==> config.mk <==
export PLATFORM = sky130hd
export DESIGN_NAME = udpc_device_flat
export DESIGN_NICKNAME = d
export VERILOG_FILES = /design/src/verilog/udpc_pkg.sv /design/src/verilog/udpc_if.sv /design/src/verilog/udpc_device.sv /design/src/flat_wrapper.sv
export SDC_FILE = /design/constraint.sdc
export NUM_CORES = 1
export LEC_CHECK = 0
export BUFFER_PORTS_ARGS = -buffer_cell sky130_fd_sc_hd__buf_2
export CORE_MARGIN = 2
export CORE_UTILIZATION = 56
export CTS_CLUSTER_DIAMETER = 30
export CTS_CLUSTER_SIZE = 28
export DETAILED_ROUTE_END_ITERATION = 10
export PLACE_DENSITY = 0.79
export SYNTH_ARGS = -nofsm -noshare
export SYNTH_HDL_FRONTEND = slang
export SYNTH_SLANG_ARGS = --single-unit
export TNS_END_PERCENT = 30
==> constraint.sdc <==
create_clock -name sys_clk -period 1.9 [get_ports sys_clk]
set_input_delay 0.095 -clock sys_clk [delete_from_list [all_inputs] [get_ports sys_clk]]
set_output_delay 0.095 -clock sys_clk [all_outputs]
set_load 0.01 [all_outputs]
==> src/verilog/udpc_pkg.sv <==
// package: opcodes, timing and layout constants for the ultra sleep / page size command block
// Function
// opcode 79h then chip select rise: ultra sleep
// in ultra sleep every command ignored
// entering ultra sleep discards buffer contents
// bits after entry opcode are ignored
// enter ultra sleep within maximum entry delay
// short or ragged frame aborts, stay standby
// entry ignored while program cycle busy
// wake: chip select low minimum pulse time
// byte shifted during wake pulse ignored
// ready within exit delay, earlier frames ignored
// reset always starts in standby
// page is 528 standard, 512 binary bytes
// default page size is 528 bytes
// 3Dh 2Ah 80h A6h selects 512 bytes
// 3Dh 2Ah 80h A7h selects 528 bytes
// frame end starts timed program, busy shown
// new size applies after program, kept nonvolatile
// host limits size changes to 10,000; udpc_host keeps no count and MAX_SIZE_CHANGES is unused
// ready flag 0 busy, 1 done
// status bit shows binary or standard size
// bad size sequence changes nothing, no program
package udpc_pkg;
    localparam logic [7:0] OP_ULTRA_SLEEP = 8'h79;
    localparam logic [7:0] OP_CFG_B1      = 8'h3d;
    localparam logic [7:0] OP_CFG_B2      = 8'h2a;
    localparam logic [7:0] OP_CFG_B3      = 8'h80;
    localparam logic [7:0] OP_CFG_BINARY  = 8'ha6;
    localparam logic [7:0] OP_CFG_STD     = 8'ha7;
    localparam int PAGE_STD_BYTES    = 528;
    localparam int PAGE_BIN_BYTES    = 512;
    localparam int PAGE_EXTRA_BYTES  = 16;
    localparam logic PAGE_BINARY_RESET = 1'b0;
    localparam int SYS_CLK_NS        = 50;
    localparam int ENTRY_DELAY_NS    = 3000;  // ultra_sleep_entry_delay, longest
    localparam int WAKE_MIN_LOW_NS   = 20;    // wake_pulse_min_low, least
    localparam int EXIT_DELAY_NS     = 120000; // ultra_sleep_exit_delay, longest
    localparam int PROGRAM_TIME_NS   = 1000000; // config_program_time
    localparam int ENTRY_CYC = (ENTRY_DELAY_NS / SYS_CLK_NS) < 1 ? 1
                             : ENTRY_DELAY_NS / SYS_CLK_NS;
    localparam int WAKE_CYC  = (WAKE_MIN_LOW_NS + SYS_CLK_NS - 1) / SYS_CLK_NS;
    localparam int EXIT_CYC  = (EXIT_DELAY_NS / SYS_CLK_NS) < 1 ? 1
                             : EXIT_DELAY_NS / SYS_CLK_NS;
    localparam int PROG_CYC  = PROGRAM_TIME_NS / SYS_CLK_NS;
    localparam int SCK_HALF_CYC = 4;
    localparam int MAX_SIZE_CHANGES = 10000;
    typedef enum {UDPC_STANDBY, UDPC_ENTERING, UDPC_SLEEP, UDPC_WAKING} udpc_pwr_t;
    typedef enum {UDPC_H_IDLE, UDPC_H_SHIFT, UDPC_H_GAP, UDPC_H_WAKE} udpc_hst_t;
endpackage

==> src/verilog/udpc_if.sv <==
// interface: the serial link between host and device
`timescale 1ns/10ps
`default_nettype none
interface udpc_if;
    logic cs_n;
    logic sck;
    logic mosi;
    logic miso;
    logic miso_oe;
    modport device (input cs_n, input sck, input mosi, output miso, output miso_oe);
    modport host   (output cs_n, output sck, output mosi, input miso, input miso_oe);
endinterface
`default_nettype wire

==> src/verilog/udpc_device.sv <==
// device end: ultra sleep entry and wake, page size configuration
`timescale 1ns/10ps
`default_nettype none
module udpc_device #(
    parameter int ENTRY_CYCLES = udpc_pkg::ENTRY_CYC,
    parameter int EXIT_CYCLES  = udpc_pkg::EXIT_CYC,
    parameter int PROG_CYCLES  = udpc_pkg::PROG_CYC
) (
    input  wire logic sys_clk,
    input  wire logic rstn,
    udpc_if.device    link,
    input  wire logic busy_other,
    output logic      ready,
    output logic      page_binary,
    output logic      ultra_sleep,
    output logic      buffers_lost
);
    // ------------------------------------------------------------
    // pin synchronisers
    // ------------------------------------------------------------
    logic [1:0] cs_sync_reg;
    logic [1:0] sck_sync_reg;
    logic [1:0] mosi_sync_reg;
    logic       sck_last_reg;
    logic       cs_last_reg;
    always_ff @(posedge sys_clk) begin
        if (!rstn) begin
            cs_sync_reg   <= 2'h3;
            sck_sync_reg  <= 2'h0;
            mosi_sync_reg <= 2'h0;
            sck_last_reg  <= 1'b0;
            cs_last_reg   <= 1'b1;
        end else begin
            cs_sync_reg   <= {cs_sync_reg[0], link.cs_n};
            sck_sync_reg  <= {sck_sync_reg[0], link.sck};
            mosi_sync_reg <= {mosi_sync_reg[0], link.mosi};
            sck_last_reg  <= sck_sync_reg[1];
            cs_last_reg   <= cs_sync_reg[1];
        end
    end
    logic cs_n_s;
    logic sck_rise;
    logic cs_rise;
    logic cs_fall;
    assign cs_n_s   = cs_sync_reg[1];
    assign sck_rise = sck_sync_reg[1] & ~sck_last_reg & ~cs_n_s;
    assign cs_rise  = cs_n_s & ~cs_last_reg;
    assign cs_fall  = ~cs_n_s & cs_last_reg;

    assign link.miso    = 1'b0;
    assign link.miso_oe = 1'b0;

    // ------------------------------------------------------------
    // frame shifter: bits counted mod 8, bytes counted to five
    // ------------------------------------------------------------
    udpc_pkg::udpc_pwr_t pwr_reg;
    logic [7:0] shift_reg;
    logic [2:0] bit_cnt_reg;
    logic [2:0] byte_cnt_reg;
    logic       frame_ok_reg;  // bytes up to the third match a known command; the fourth is judged by is_cfg_reg
    logic       is_sleep_reg;
    logic       is_cfg_reg;
    logic       cfg_bin_reg;
    logic       frame_live_reg; // frame started while device could listen
    logic [7:0] byte_in;
    assign byte_in = {shift_reg[6:0], mosi_sync_reg[1]};
    always_ff @(posedge sys_clk) begin
        if (!rstn) begin
            shift_reg      <= 8'h00;
            bit_cnt_reg    <= 3'h0;
            byte_cnt_reg   <= 3'h0;
            frame_ok_reg   <= 1'b0;
            is_sleep_reg   <= 1'b0;
            is_cfg_reg     <= 1'b0;
            cfg_bin_reg    <= 1'b0;
            frame_live_reg <= 1'b0;
        end else if (cs_fall) begin
            bit_cnt_reg    <= 3'h0;
            byte_cnt_reg   <= 3'h0;
            frame_ok_reg   <= 1'b1;
            is_sleep_reg   <= 1'b0;
            is_cfg_reg     <= 1'b0;
            // frames begun outside standby (entering, asleep or waking) are dead
            frame_live_reg <= (pwr_reg == udpc_pkg::UDPC_STANDBY);
        end else if (sck_rise && frame_live_reg) begin
            shift_reg   <= byte_in;
            bit_cnt_reg <= bit_cnt_reg + 3'h1;
            if (bit_cnt_reg == 3'h7 && !is_sleep_reg && frame_ok_reg) begin
                // after the entry opcode extra bytes are ignored
                byte_cnt_reg <= byte_cnt_reg + 3'h1;
                case (byte_cnt_reg)
                    3'h0: begin
                        is_sleep_reg <= (byte_in == udpc_pkg::OP_ULTRA_SLEEP);
                        frame_ok_reg <= (byte_in == udpc_pkg::OP_ULTRA_SLEEP)
                                      | (byte_in == udpc_pkg::OP_CFG_B1);
                    end
                    3'h1: frame_ok_reg <= (byte_in == udpc_pkg::OP_CFG_B2);
                    3'h2: frame_ok_reg <= (byte_in == udpc_pkg::OP_CFG_B3);
                    3'h3: begin
                        // see R14
                        is_cfg_reg  <= (byte_in == udpc_pkg::OP_CFG_BINARY)
                                     | (byte_in == udpc_pkg::OP_CFG_STD);
                        cfg_bin_reg <= (byte_in == udpc_pkg::OP_CFG_BINARY);
                    end
                    default: begin
                        // a fifth byte spoils a size sequence
                        is_cfg_reg   <= 1'b0;
                        frame_ok_reg <= 1'b0;
                    end
                endcase
            end
        end
    end

    // only whole-byte frames with a complete command act
    logic go_sleep;
    logic go_cfg;
    logic whole;
    assign whole    = cs_rise && frame_live_reg && frame_ok_reg && bit_cnt_reg == 3'h0;
    assign go_sleep = whole && is_sleep_reg && ready;
    assign go_cfg   = whole && is_cfg_reg && ready;

    // ------------------------------------------------------------
    // power state and program timer
    // ------------------------------------------------------------
    logic [31:0] pwr_cnt_reg;
    logic [31:0] prog_cnt_reg;
    logic        prog_busy_reg;
    logic        prog_bin_reg;
    always_ff @(posedge sys_clk) begin
        if (!rstn) begin
            pwr_reg     <= udpc_pkg::UDPC_STANDBY;
            pwr_cnt_reg <= 32'h0;
        end else begin
            case (pwr_reg)
                udpc_pkg::UDPC_STANDBY: if (go_sleep) begin
                    pwr_reg     <= udpc_pkg::UDPC_ENTERING;
                    pwr_cnt_reg <= 32'h0;
                end
                udpc_pkg::UDPC_ENTERING: begin
                    pwr_cnt_reg <= pwr_cnt_reg + 32'h1;
                    if (pwr_cnt_reg >= 32'(ENTRY_CYCLES - 1)) begin
                        pwr_reg <= udpc_pkg::UDPC_SLEEP;
                    end
                end
                udpc_pkg::UDPC_SLEEP: if (cs_rise) begin
                    // a low pulse on chip select that the synchroniser samples wakes, bytes are discarded
                    pwr_reg     <= udpc_pkg::UDPC_WAKING;
                    pwr_cnt_reg <= 32'h0;
                end
                udpc_pkg::UDPC_WAKING: begin
                    pwr_cnt_reg <= pwr_cnt_reg + 32'h1;
                    if (pwr_cnt_reg >= 32'(EXIT_CYCLES - 1)) begin
                        pwr_reg <= udpc_pkg::UDPC_STANDBY;
                    end
                end
                default: pwr_reg <= udpc_pkg::UDPC_STANDBY;
            endcase
        end
    end

    always_ff @(posedge sys_clk) begin
        if (!rstn) begin
            buffers_lost <= 1'b0;
        end else if (pwr_reg == udpc_pkg::UDPC_ENTERING) begin
            // flagged on the way down so the sleep state never shows with live buffers
            buffers_lost <= 1'b1;
        end
    end

    always_ff @(posedge sys_clk) begin
        if (!rstn) begin
            prog_busy_reg <= 1'b0;
            prog_cnt_reg  <= 32'h0;
            prog_bin_reg  <= 1'b0;
        end else if (go_cfg) begin
            prog_busy_reg <= 1'b1;
            prog_cnt_reg  <= 32'h0;
            prog_bin_reg  <= cfg_bin_reg;
        end else if (prog_busy_reg) begin
            prog_cnt_reg <= prog_cnt_reg + 32'h1;
            if (prog_cnt_reg >= 32'(PROG_CYCLES - 1)) begin
                prog_busy_reg <= 1'b0;
            end
        end
    end

    // power-on marker: only the first reset loads the shipped size, later resets keep it
    logic nv_init_reg = 1'b0;
    // stands in for the nonvolatile cell
    always_ff @(posedge sys_clk) begin
        if (!rstn && !nv_init_reg) begin
            page_binary <= udpc_pkg::PAGE_BINARY_RESET;
        end else if (prog_busy_reg && prog_cnt_reg >= 32'(PROG_CYCLES - 1)) begin
            page_binary <= prog_bin_reg; // see R17 see R12
        end
    end
    always_ff @(posedge sys_clk) begin
        if (!rstn) begin
            nv_init_reg <= 1'b1;
        end
    end

    assign ready = ~prog_busy_reg & ~busy_other;
    assign ultra_sleep = (pwr_reg == udpc_pkg::UDPC_SLEEP);
endmodule
`default_nettype wire

==> src/flat_wrapper.sv <==
// flat-port wrapper written by rule: the top's interface ports become plain ports
module udpc_device_flat 
#(
    parameter int ENTRY_CYCLES = udpc_pkg::ENTRY_CYC,
    parameter int EXIT_CYCLES  = udpc_pkg::EXIT_CYC,
    parameter int PROG_CYCLES  = udpc_pkg::PROG_CYC
)
  (sys_clk, rstn, busy_other, ready, page_binary, ultra_sleep, buffers_lost, link_cs_n, link_sck, link_mosi, link_miso, link_miso_oe);
  udpc_if link_i ();
  input  wire logic sys_clk;
  input  wire logic rstn;
  input  wire logic busy_other;
  output logic ready;
  output logic page_binary;
  output logic ultra_sleep;
  output logic buffers_lost;
  input wire logic [$bits(link_i.cs_n)-1:0] link_cs_n;
  input wire logic [$bits(link_i.sck)-1:0] link_sck;
  input wire logic [$bits(link_i.mosi)-1:0] link_mosi;
  output wire logic [$bits(link_i.miso)-1:0] link_miso;
  output wire logic [$bits(link_i.miso_oe)-1:0] link_miso_oe;
  assign link_i.cs_n = link_cs_n;
  assign link_i.sck = link_sck;
  assign link_i.mosi = link_mosi;
  assign link_miso = link_i.miso;
  assign link_miso_oe = link_i.miso_oe;
  udpc_device #(.ENTRY_CYCLES(ENTRY_CYCLES), .EXIT_CYCLES(EXIT_CYCLES), .PROG_CYCLES(PROG_CYCLES)) u_core (.sys_clk(sys_clk), .rstn(rstn), .link(link_i), .busy_other(busy_other), .ready(ready), .page_binary(page_binary), .ultra_sleep(ultra_sleep), .buffers_lost(buffers_lost));
endmodule
==> out/qor_table.md, run 1 <==
| Result | Reported |
|:---|:---|
| Wire length of the first global-routing pass | 17000 um |
| Count of input and output buffers | 9 |
| Peak supply drop | 0.000362 V |
| Worst endpoint required time | 2.22 ns |
| Critical path origin | u_core.bit_cnt_reg[0] |
| XOR/XNOR share of the synthesized area | 9.14% |
| Combined buffer and inverter count along the critical path | 1 |
| Final setup viols | 5 |
| Gate Count Post-Synth | 540 |
| Worst-case setup margin in the final layout | -0.0696 ns |
| Effective utilization at floorplan | 57.4% |
| Worst slack at placement | -0.0327 ns |
| Post-synthesis cell type count | 49 |
| CTS tree | done |
| Number of H-tree branching levels | 3 |
| Maximum cell stage delay along the critical path | 0.51 ns |
| Part of the Yosys area used for sequential elements | 41.2% |
| Power density of the placed cells | 596 nW/um^2 |
| FFs w/ async S/R, synth | 0% |
| Cts bufs inserted | 9 |
| Cells along the critical path | inv_1, ha_4, nand4b_1, nor4_4, nor2_4, or4_1, a21oi_2 |
| Period Utilization, post-route | 104% |
| Fraction of the mapped netlist area in adder cells | 3.73% |
| Library cell with the largest summed area after synthesis | sky130_fd_sc_hd__dfxtp_1 |
| Total wire length | 10900 um |
| Post-synthesis mux area share | 2.56% |
| Worst Reg-to-Reg Cells | 7 |
| Placed insts | 689 |
| Synth Cell Area | 4690 um^2 |
| Final estimated routing congestion in global placement | 0.848 |
| Max-slew violation count | 0 |
| Violations in the final reports | negative setup slack |
| Setup repair after global routing missed its margin | true |
| Vias in the first global route | 3836 |
| Final Instance Area | 5740 um^2 |
| Critical Path Fanout Max | 7 |
| Data arrival time of the critical path | 2.29 ns |
| Number of hold violations in the final report | 0 |
| Antenna cells | 0 |
| Critical-path cell with the highest stage delay | sky130_fd_sc_hd__or4_1 |
| Fin crit period | 1.97 ns |
| Die area | 9130 um^2 |
| CP top delay family | simple AND/OR/NAND/NOR gates |
| Post-synthesis average cell area | 8.69 um^2 |
| Worst path depth | 7 |
| Remaining global-route overflow | 0 |
| Maximum buffer depth of the clock tree | 2 |
| Met1 usage in global routing | 30.3% |
| Synth Area in Simple Gates | 28.2% |
| Total half-perimeter wirelength after legalization and detailed placement | 7120 um |
| HP Class | input port to flop |
| Final antenna-violating net count | 0 |
| Worst setup slack for register-to-register paths | -0.07 ns |
| Pin count of the biggest net entering global routing | 33 |
| Maximum clock rate | 508 MHz |
| Critical Path Sink Type | flop |
| Post-synth EDFFs | 1 |
| Antenna violations before repair | 0 |
| Core Footprint | 8180 um^2 |
| Actual slew at the worst max-slew pin | 0.527 ns |
| Net count of the finished layout | 633 |
| First drt pass iteration count | 5 |
| Static Leakage | 2.06 nW |
| Worst setup path endpoint | u_core.pwr_cnt_reg[31] |
| P&R area growth vs syn | 22.3% |
| Number of top-level design ports | 12 |
| Mean number of vias per cell | 6.02 |
| Max Clock Skew | 0.0117 ns |
| Die X-Extent | 95.5 um |
| Number of DRC violations after detailed routing | 0 |
| Area taken by flip-flops and latches | 1940 um^2 |
| Clk sink count | 96 |
| Die span in y | 95.5 um |
| Master cell of the clock root buffer | sky130_fd_sc_hd__clkbuf_8 |
| WS Path Type | flop to flop |
| Number of design-rule violations left by the first detailed-router iteration | 270 |
| Cell row count | 33 |
| Leading cell types by total area after synthesis | sky130_fd_sc_hd__dfxtp_1 41%, sky130_fd_sc_hd__nor2_1 6.3%, sky130_fd_sc_hd__xnor2_1 5.2% |
| Dominant cell by count in the synthesized netlist | sky130_fd_sc_hd__dfxtp_1 |
| Summed negative setup slack over all endpoints | -0.183 ns |
| Beginning of the worst register-to-register path | u_core.bit_cnt_reg[0] |
| Result of the run | finished, violations left |
| Via total after detailed routing | 4353 |
| Area share of the largest cell type after synthesis | 40.5% |
| Multi-input gate area | 2780 um^2 |
| Most numerous cell types in the synthesized netlist | 95 x sky130_fd_sc_hd__dfxtp_1, 79 x sky130_fd_sc_hd__nor2_1, 31 x sky130_fd_sc_hd__nand2_1 |
| Final non-filler cell total | 723 |
| Slew headroom | 64.8% |
| Met3 global-route usage | 4.19% |
| Overall Power | 3.42 mW |
| Synth Register Bits | 96 |
| Total routing resource utilization after global routing | 23.5% |
| Reg2reg end | u_core.pwr_cnt_reg[31] |
| Placed instance area | 5250 um^2 |
| Clock-pin slew on the worst setup and hold paths | 0.10 ns |
| Number of warning messages in the yosys log | 0 |
| Complex-gate fraction of the synthesized area | 11.8% |
| Critical Path Start Type | flop |
| Launch instance of the worst min-delay path | rstn |
| Clock insertion delay at the later pin of the skew report | 0.38 ns |
| Number of filler instances in the final layout | 605 |
| Routed wire per std cell | 15.0 um |
| Dominant combinational cell family by area after synthesis | simple AND/OR/NAND/NOR gates |
| Prevailing post-synth register cell | sky130_fd_sc_hd__dfxtp_1 |
| Number of violations of the max-capacitance limit | 0 |
| GRT met2 Usage | 37.8% |
| Fraction of layout cells with a size suffix above 1 | 22.3% |
| Most used routing layer in global routing | met2 |
-- cells in the final DEF, fill, tap and decap left out, types with 7 or more instances in the layout --
cell type and n:
sky130_fd_sc_hd__xor2_1 21, sky130_fd_sc_hd__xnor2_1 28, sky130_fd_sc_hd__inv_1 18, sky130_fd_sc_hd__nor2_1 78, sky130_fd_sc_hd__nand2_1 31, sky130_fd_sc_hd__nor4_1 15, sky130_fd_sc_hd__o21ai_0 17, sky130_fd_sc_hd__nor3_1 7
sky130_fd_sc_hd__dfxtp_2 7, sky130_fd_sc_hd__nand3_1 25, sky130_fd_sc_hd__clkbuf_8 9, sky130_fd_sc_hd__a21oi_1 20, sky130_fd_sc_hd__buf_2 9, sky130_fd_sc_hd__mux2i_1 12, sky130_fd_sc_hd__nand4_1 20, sky130_fd_sc_hd__dfxtp_1 88
sky130_fd_sc_hd__buf_4 61, sky130_fd_sc_hd__or3_1 8, sky130_fd_sc_hd__and3_1 13, sky130_fd_sc_hd__ha_1 9, sky130_fd_sc_hd__or4_1 10
-- metal layers --
layer  up-vias  part of all wire [%]
met1      2095                    45
met3        32                   4.1
met2       138                    48
met5         -                     0
met4         0                   2.4
li1       2088                     -
-- power by group --
group          internal [mW]  switching [mW]
logic                 0.0393          0.0553
registers               2.02         0.00627
clock network          0.504           0.797
total                   2.57           0.859
-- through the flow --
stage	hold slack [ns]	util (%)
after CTS	0.0516	67.2
final	0.0640	70.2
after floorplan	0.196	-
after global routing	0.0688	70.2
after global placement	0.276	64.2
after detailed placement	0.278	64.2
-- how the worst min path moves through the flow --
stage,endpoint,slack (ns),cells after the start
final,u_core.cs_last_reg,0.06,2
after global routing,u_core.cs_sync_reg[1],0.07,2
after CTS,u_core.cs_last_reg,0.05,2
after global placement,u_core.cs_sync_reg[0],0.28,2
after detailed placement,u_core.cs_sync_reg[0],0.28,2
after floorplan,u_core.cs_sync_reg[0],0.20,1
-- logic make-up after synthesis --
family,Yosys count
compound gates,84
xor+xnor,49
fa+ha+maj,14
buf+inv,37
flops,96
mux,12
other cells,1
simple gates,247
-- worst reg2reg max path, stage by stage, from the launching register on --
cell                       delay [ns]
sky130_fd_sc_hd__dfxtp_2         0.33
sky130_fd_sc_hd__inv_1           0.09
sky130_fd_sc_hd__ha_4            0.13
sky130_fd_sc_hd__nand4b_1        0.24
sky130_fd_sc_hd__nor4_4          0.39
sky130_fd_sc_hd__nor2_4          0.09
sky130_fd_sc_hd__or4_1           0.51
sky130_fd_sc_hd__a21oi_2         0.12
-- timing repair --
action | in CTS | in global routing
gates cloned | 0 | 2
hold buffers | 3 | 0
pin swaps | 10 | 16
endpoints found under the hold margin | 3 | 0
setup buffers | 3 | 11
gates resized for setup | 4 | 38
setup endpoints to repair | 30 | 44
-- layout make-up --
cell class	count	area share [%]
Sequential cell	96	33.8
Multi-Input combinational cell	408	48.4
Clock inverter	7	1.07
Timing Repair Buffer	79	11.1
Inverter	19	1.24
Clock buffer	9	2.16
Tap cell	105	2.29
Power figures use the tool's default switching activity.
==> run 2: changes to the inputs <==
--- a/config.mk
+++ b/config.mk
@@ -7,11 +7,11 @@
 export LEC_CHECK = 0
 export BUFFER_PORTS_ARGS = -buffer_cell sky130_fd_sc_hd__buf_2
 export CORE_MARGIN = 2
-export CORE_UTILIZATION = 56
+export CORE_UTILIZATION = 62
 export CTS_CLUSTER_DIAMETER = 30
 export CTS_CLUSTER_SIZE = 28
 export DETAILED_ROUTE_END_ITERATION = 10
-export PLACE_DENSITY = 0.79
+export PLACE_DENSITY = 0.82
 export SYNTH_ARGS = -nofsm -noshare
 export SYNTH_HDL_FRONTEND = slang
 export SYNTH_SLANG_ARGS = --single-unit
==> constraint.sdc (replaced) <==
create_clock -name sys_clk -period 2 [get_ports sys_clk]
set_input_delay 0.1 -clock sys_clk [delete_from_list [all_inputs] [get_ports sys_clk]]
set_output_delay 0.1 -clock sys_clk [all_outputs]
set_load 0.01 [all_outputs]
==> out/qor_table.md, run 2 (synthesis gave the netlist of run 1 again) <==
| Result | Reported |
|:---|:---|
| Top library cells by usage in the layout, fill and taps aside | 91 x sky130_fd_sc_hd__dfxtp_1, 79 x sky130_fd_sc_hd__nor2_1, 51 x sky130_fd_sc_hd__buf_4, 31 x sky130_fd_sc_hd__nand2_1, 28 x sky130_fd_sc_hd__xnor2_1 |
| P&R area growth vs syn | 18.4% |
| Period Utilization, post-route | 107% |
| Multi-input gate area | 2750 um^2 |
| Cells along the critical path | or4b_4, nor4_4, nor2_4, buf_4, or3_1, a21oi_1 |
| Total half-perimeter wirelength after legalization and detailed placement | 7340 um |
| Most common library cell in the layout ignoring fill and taps | sky130_fd_sc_hd__dfxtp_1 |
| Number of H-tree branching levels | 3 |
| Antenna cells | 0 |
| Final-layout worst hold slack | 0.0867 ns |
| Core Footprint | 7290 um^2 |
| Antenna violations before repair | 0 |
| Vias in the first global route | 3995 |
| Worst-case setup margin in the final layout | -0.140 ns |
| Die span in y | 91.0 um |
| Total routing resource utilization after global routing | 26.0% |
| Setup repair after global routing missed its margin | true |
| Number of violations of the max-capacitance limit | 0 |
| Summed negative setup slack over all endpoints | -0.951 ns |
| Critical Path Start Type | flop |
| First drt pass iteration count | 5 |
| Number of top-level design ports | 12 |
| Final estimated routing congestion in global placement | 0.897 |
| Cell row count | 31 |
| Fin crit period | 2.14 ns |
| Cts bufs inserted | 9 |
| Die X-Extent | 91.0 um |
| Critical Path Fanout Max | 6 |
| Remaining global-route overflow | 0 |
| Effective utilization at floorplan | 64.4% |
| Result of the run | finished, violations left |
| Max-slew violation count | 0 |
| Final antenna-violating net count | 0 |
| Clk sink count | 96 |
| Clock insertion delay at the later pin of the skew report | 0.35 ns |
| Final core occ | 76.2% |
| Die area | 8280 um^2 |
| Data arrival time of the critical path | 2.43 ns |
| CTS tree | done |
| Violations in the final reports | negative setup slack |
| Static Leakage | 1.98 nW |
| Number of hold violations in the final report | 0 |
| Max Clock Skew | 0.0107 ns |
| Final setup viols | 12 |
| Clock-pin slew on the worst setup and hold paths | 0.09 ns |
| Maximum buffer depth of the clock tree | 2 |
| HP Class | input port to flop |
| Wire length of the first global-routing pass | 18000 um |
| Critical-path cell with the highest stage delay | sky130_fd_sc_hd__or4b_4 |
| Master cell of the clock root buffer | sky130_fd_sc_hd__clkbuf_8 |
| Number of DRC violations after detailed routing | 0 |
| Peak supply drop | 0.000491 V |
| Maximum clock rate | 467 MHz |
| Net count of the finished layout | 620 |
| Mean number of vias per cell | 6.01 |
| Worst endpoint required time | 2.29 ns |
| Power density of the placed cells | 563 nW/um^2 |
| Area taken by flip-flops and latches | 1940 um^2 |
| Fraction of layout cells with a size suffix above 1 | 18.4% |
| Maximum cell stage delay along the critical path | 0.57 ns |
| WS Path Type | flop to flop |
| Via total after detailed routing | 4218 |
| Pin count of the biggest net entering global routing | 33 |
| Slew headroom | 65.2% |
| Actual slew at the worst max-slew pin | 0.508 ns |
| Routed wire per std cell | 15.8 um |
| Total wire length | 11100 um |
| Number of filler instances in the final layout | 518 |
| Critical Path Sink Type | flop |
| Number of design-rule violations left by the first detailed-router iteration | 280 |
| Count of input and output buffers | 9 |
-- run 2: path summary, 6_finish.rpt --
| kind | endpoint | cells past startpoint | slack, ns | start |
|---|---|---|---|---|
| worst max-delay path | u_core.pwr_cnt_reg[25] | 6 | -0.14 | u_core.cs_last_reg |
| worst min-delay path | u_core.cs_sync_reg[0] | 2 | 0.09 | rstn |
| worst max register to register | u_core.pwr_cnt_reg[25] | 6 | -0.14 | u_core.cs_last_reg |
| worst min register to register | u_core.mosi_sync_reg[1] | 1 | 0.45 | u_core.mosi_sync_reg[0] |
-- run 2: area by class of cell --
cell class	instances	area share, %
clock buffers	10	2.48
clock inverters	4	0.540
inverters	19	1.28
multi-input cells	408	49.5
flip-flops and latches	96	34.8
well taps	99	2.23
repair buffers	66	9.16
-- run 2: layer usage --
layer	wire length, um	track usage [%]	vias to the layer above
met2	5300	43.0	128
met3	503	3.98	22
met1	5060	34.6	2012
met5	0	0	-
li1	-	-	2056
met4	206	9.22	0
-- run 2: per-stage QoR --
step	total power, mW	setup WS [ns]	instance area [um^2]	std cells
after floorplan	2.01	0.00153	4700	541
after global placement	2.04	0.0477	5170	678
after detailed placement	2.04	-0.00415	5170	678
after CTS	3.14	-0.0510	5390	695
after global routing	3.22	-0.149	5560	702
final	3.13	-0.140	5560	702
-- run 2: critical path, delay by kind of cell, from the launching register on --
| family | cells | cell delay (ns) |
|---|---|---|
| DFF | 1 | 0.36 |
| and+or+nand+nor | 4 | 1.42 |
| buffers and inverters | 1 | 0.16 |
| AOI/OAI and AO/OA | 1 | 0.15 |
-- run 2: power breakdown --
group          total, mW  leakage, nW  switching, mW  internal [mW]
sequential          1.93        0.776        0.00655           1.92
combinational     0.0758         1.12         0.0477         0.0281
clock               1.13       0.0850          0.648          0.479
-- run 2: what timing repair did --
action / in CTS / in global routing
gates resized for setup: 1 / 29
pin swaps: 0 / 12
buffers inserted: 0 / 7
endpoints found under the hold margin: 3 / 0
endpoints found under the setup margin: 6 / 32
hold buffers: 3 / 0
==> run 3: changes to the inputs <==
--- a/config.mk
+++ b/config.mk
@@ -7,11 +7,12 @@
 export LEC_CHECK = 0
 export BUFFER_PORTS_ARGS = -buffer_cell sky130_fd_sc_hd__buf_2
 export CORE_MARGIN = 2
-export CORE_UTILIZATION = 62
+export CORE_UTILIZATION = 30
 export CTS_CLUSTER_DIAMETER = 30
 export CTS_CLUSTER_SIZE = 28
 export DETAILED_ROUTE_END_ITERATION = 10
-export PLACE_DENSITY = 0.82
+export PLACE_DENSITY = 0.47
+export SKIP_CTS_REPAIR_TIMING = 1
 export SYNTH_ARGS = -nofsm -noshare
 export SYNTH_HDL_FRONTEND = slang
 export SYNTH_SLANG_ARGS = --single-unit
==> out/qor_table.md, run 3 (synthesis gave the netlist of run 1 again) <==
| Result | Reported |
|:---|:---|
| Antenna violations before repair | 0 |
| CTS tree | done |
| Max-slew violation count | 0 |
| Net count of the finished layout | 618 |
| Maximum buffer depth of the clock tree | 2 |
| Wire length of the first global-routing pass | 18700 um |
| Clk sink count | 96 |
| Number of DRC violations after detailed routing | 0 |
| Remaining global-route overflow | 0 |
| Number of top-level design ports | 12 |
| Antenna cells | 0 |
| Fraction of layout cells with a size suffix above 1 | 18.1% |
| Total wire length | 11300 um |
| Setup repair after global routing missed its margin | true |
| Top library cells by usage in the layout, fill and taps aside | 88 x sky130_fd_sc_hd__dfxtp_1, 79 x sky130_fd_sc_hd__nor2_1, 47 x sky130_fd_sc_hd__buf_4, 31 x sky130_fd_sc_hd__nand2_1, 28 x sky130_fd_sc_hd__xnor2_1 |
| Number of hold violations in the final report | 0 |
| Peak supply drop | 0.000387 V |
| Final setup viols | 3 |
| WS Path Type | flop to flop |
| Fin crit period | 2.06 ns |
| Critical-path cell with the highest stage delay | sky130_fd_sc_hd__or4b_4 |
| Maximum cell stage delay along the critical path | 0.57 ns |
| Die area | 16700 um^2 |
| Clock insertion delay at the later pin of the skew report | 0.35 ns |
| Vias in the first global route | 3776 |
| Worst endpoint required time | 2.28 ns |
| Power density of the placed cells | 646 nW/um^2 |
| Die X-Extent | 129 um |
| P&R area growth vs syn | 23.9% |
| Final estimated routing congestion in global placement | 0.772 |
| Number of violations of the max-capacitance limit | 0 |
| Clock-pin slew on the worst setup and hold paths | 0.06 ns |
| Max Clock Skew | 0.00937 ns |
| Period Utilization, post-route | 103% |
| Result of the run | finished, violations left |
| Met3 global-route usage | 3.06% |
| Critical Path Sink Type | flop |
| Combined buffer and inverter count along the critical path | 0 |
| Mean number of vias per cell | 5.02 |
| Actual slew at the worst max-slew pin | 0.501 ns |
| Data arrival time of the critical path | 2.34 ns |
| Number of filler instances in the final layout | 1564 |
| HP Class | input port to flop |
| Slew headroom | 65.7% |
| Most common library cell in the layout ignoring fill and taps | sky130_fd_sc_hd__dfxtp_1 |
| Total half-perimeter wirelength after legalization and detailed placement | 7910 um |
| Number of H-tree branching levels | 3 |
| Maximum clock rate | 485 MHz |
| Worst-case setup margin in the final layout | -0.0616 ns |
| Worst slack at placement | -0.0214 ns |
| Pin count of the biggest net entering global routing | 33 |
| Total routing resource utilization after global routing | 14.1% |
| Cell row count | 45 |
| Cells along the critical path | or4b_4, nor4_4, nor2_4, or4_4, a21oi_2 |
| First drt pass iteration count | 4 |
| Most used routing layer in global routing | met2 |
| Effective utilization at floorplan | 30.8% |
| Number of design-rule violations left by the first detailed-router iteration | 160 |
| Master cell of the clock root buffer | sky130_fd_sc_hd__clkbuf_16 |
| Critical Path Start Type | flop |
| Routed wire per std cell | 13.9 um |
| Die span in y | 129 um |
| Core Footprint | 15300 um^2 |
| Final antenna-violating net count | 0 |
| Count of input and output buffers | 9 |
| Final-layout worst hold slack | 0.105 ns |
| Critical Path Fanout Max | 8 |
| Violations in the final reports | negative setup slack |
| Met1 usage in global routing | 19.5% |
| Via total after detailed routing | 4085 |
| Cts bufs inserted | 9 |
| GRT met2 Usage | 21.7% |
| CP top delay family | simple AND/OR/NAND/NOR gates |
| Static Leakage | 2.04 nW |
-- run 3: cell count changes in the layout (fill, tap and decap cells not counted), moves of 2 or more --
cell,change
sky130_fd_sc_hd__a21oi_1,+2
sky130_fd_sc_hd__dfxtp_2,+3
sky130_fd_sc_hd__ha_4,-2
sky130_fd_sc_hd__a21oi_2,-2
sky130_fd_sc_hd__or4_4,-2
sky130_fd_sc_hd__or4_1,+2
sky130_fd_sc_hd__clkbuf_8,-9
sky130_fd_sc_hd__inv_6,-2
sky130_fd_sc_hd__ha_2,+2
sky130_fd_sc_hd__dfxtp_1,-3
sky130_fd_sc_hd__buf_4,-4
sky130_fd_sc_hd__buf_6,+2
sky130_fd_sc_hd__clkbuf_1,+4
sky130_fd_sc_hd__clkbuf_16,+9
-- run 3: cell type report --
class | count | area (um^2) | area share (%)
Clock buffer | 14 | 254 | 4.37
Clock inverter | 2 | 38.8 | 0.667
Inverter | 19 | 71.3 | 1.23
Multi-Input combinational cell | 408 | 2740 | 47.2
Sequential cell | 96 | 1940 | 33.4
Tap cell | 211 | 264 | 4.54
Timing Repair Buffer | 64 | 502 | 8.63
-- run 3: worst paths after layout --
path / from / endpoint / slack, ns / cells past startpoint
worst max-delay path: u_core.prog_busy_reg / u_core.pwr_cnt_reg[31] / -0.06 / 5
worst min-delay path: rstn / u_core.cs_sync_reg[1] / 0.10 / 2
worst max register to register: u_core.prog_busy_reg / u_core.pwr_cnt_reg[31] / -0.06 / 5
worst min register to register: u_core.cs_sync_reg[0] / u_core.cs_sync_reg[1] / 0.41 / 1
-- run 3: per-layer routing --
layer / share of wire (%) / wire, um
met2: 45 / 5070
met3: 2.6 / 298
met4: 1.4 / 163
met5: 0 / 0
met1: 51 / 5770
-- run 3: stage by stage --
stage          cell area [um^2]  total power [mW]  cells  util (%)  TNS [ns]
2_1_floorplan              4700              2.01    541         -         0
3_3_place_gp               5320              2.04    790      34.8   -0.0375
3_5_place_dp               5320              2.04    790      34.8   -0.0214
4_1_cts                    5610              3.80    806      36.8   -0.0861
5_1_grt                    5810              3.90    814      38.1     -1.04
6_report                   5810              3.75    814      38.1   -0.0936
-- run 3: report_power, final --
part / internal [mW] / leakage [nW] / switching, mW
registers: 1.92 / 0.778 / 0.00565
clock network: 1.01 / 0.141 / 0.736
logic: 0.0309 / 1.12 / 0.0499
total: 2.96 / 2.04 / 0.792
-- run 3: worst register-to-register path, stage by stage (launching register included) --
cell,delay [ns]
sky130_fd_sc_hd__dfxtp_2,0.33
sky130_fd_sc_hd__or4b_4,0.57
sky130_fd_sc_hd__nor4_4,0.36
sky130_fd_sc_hd__nor2_4,0.09
sky130_fd_sc_hd__or4_4,0.53
sky130_fd_sc_hd__a21oi_2,0.13
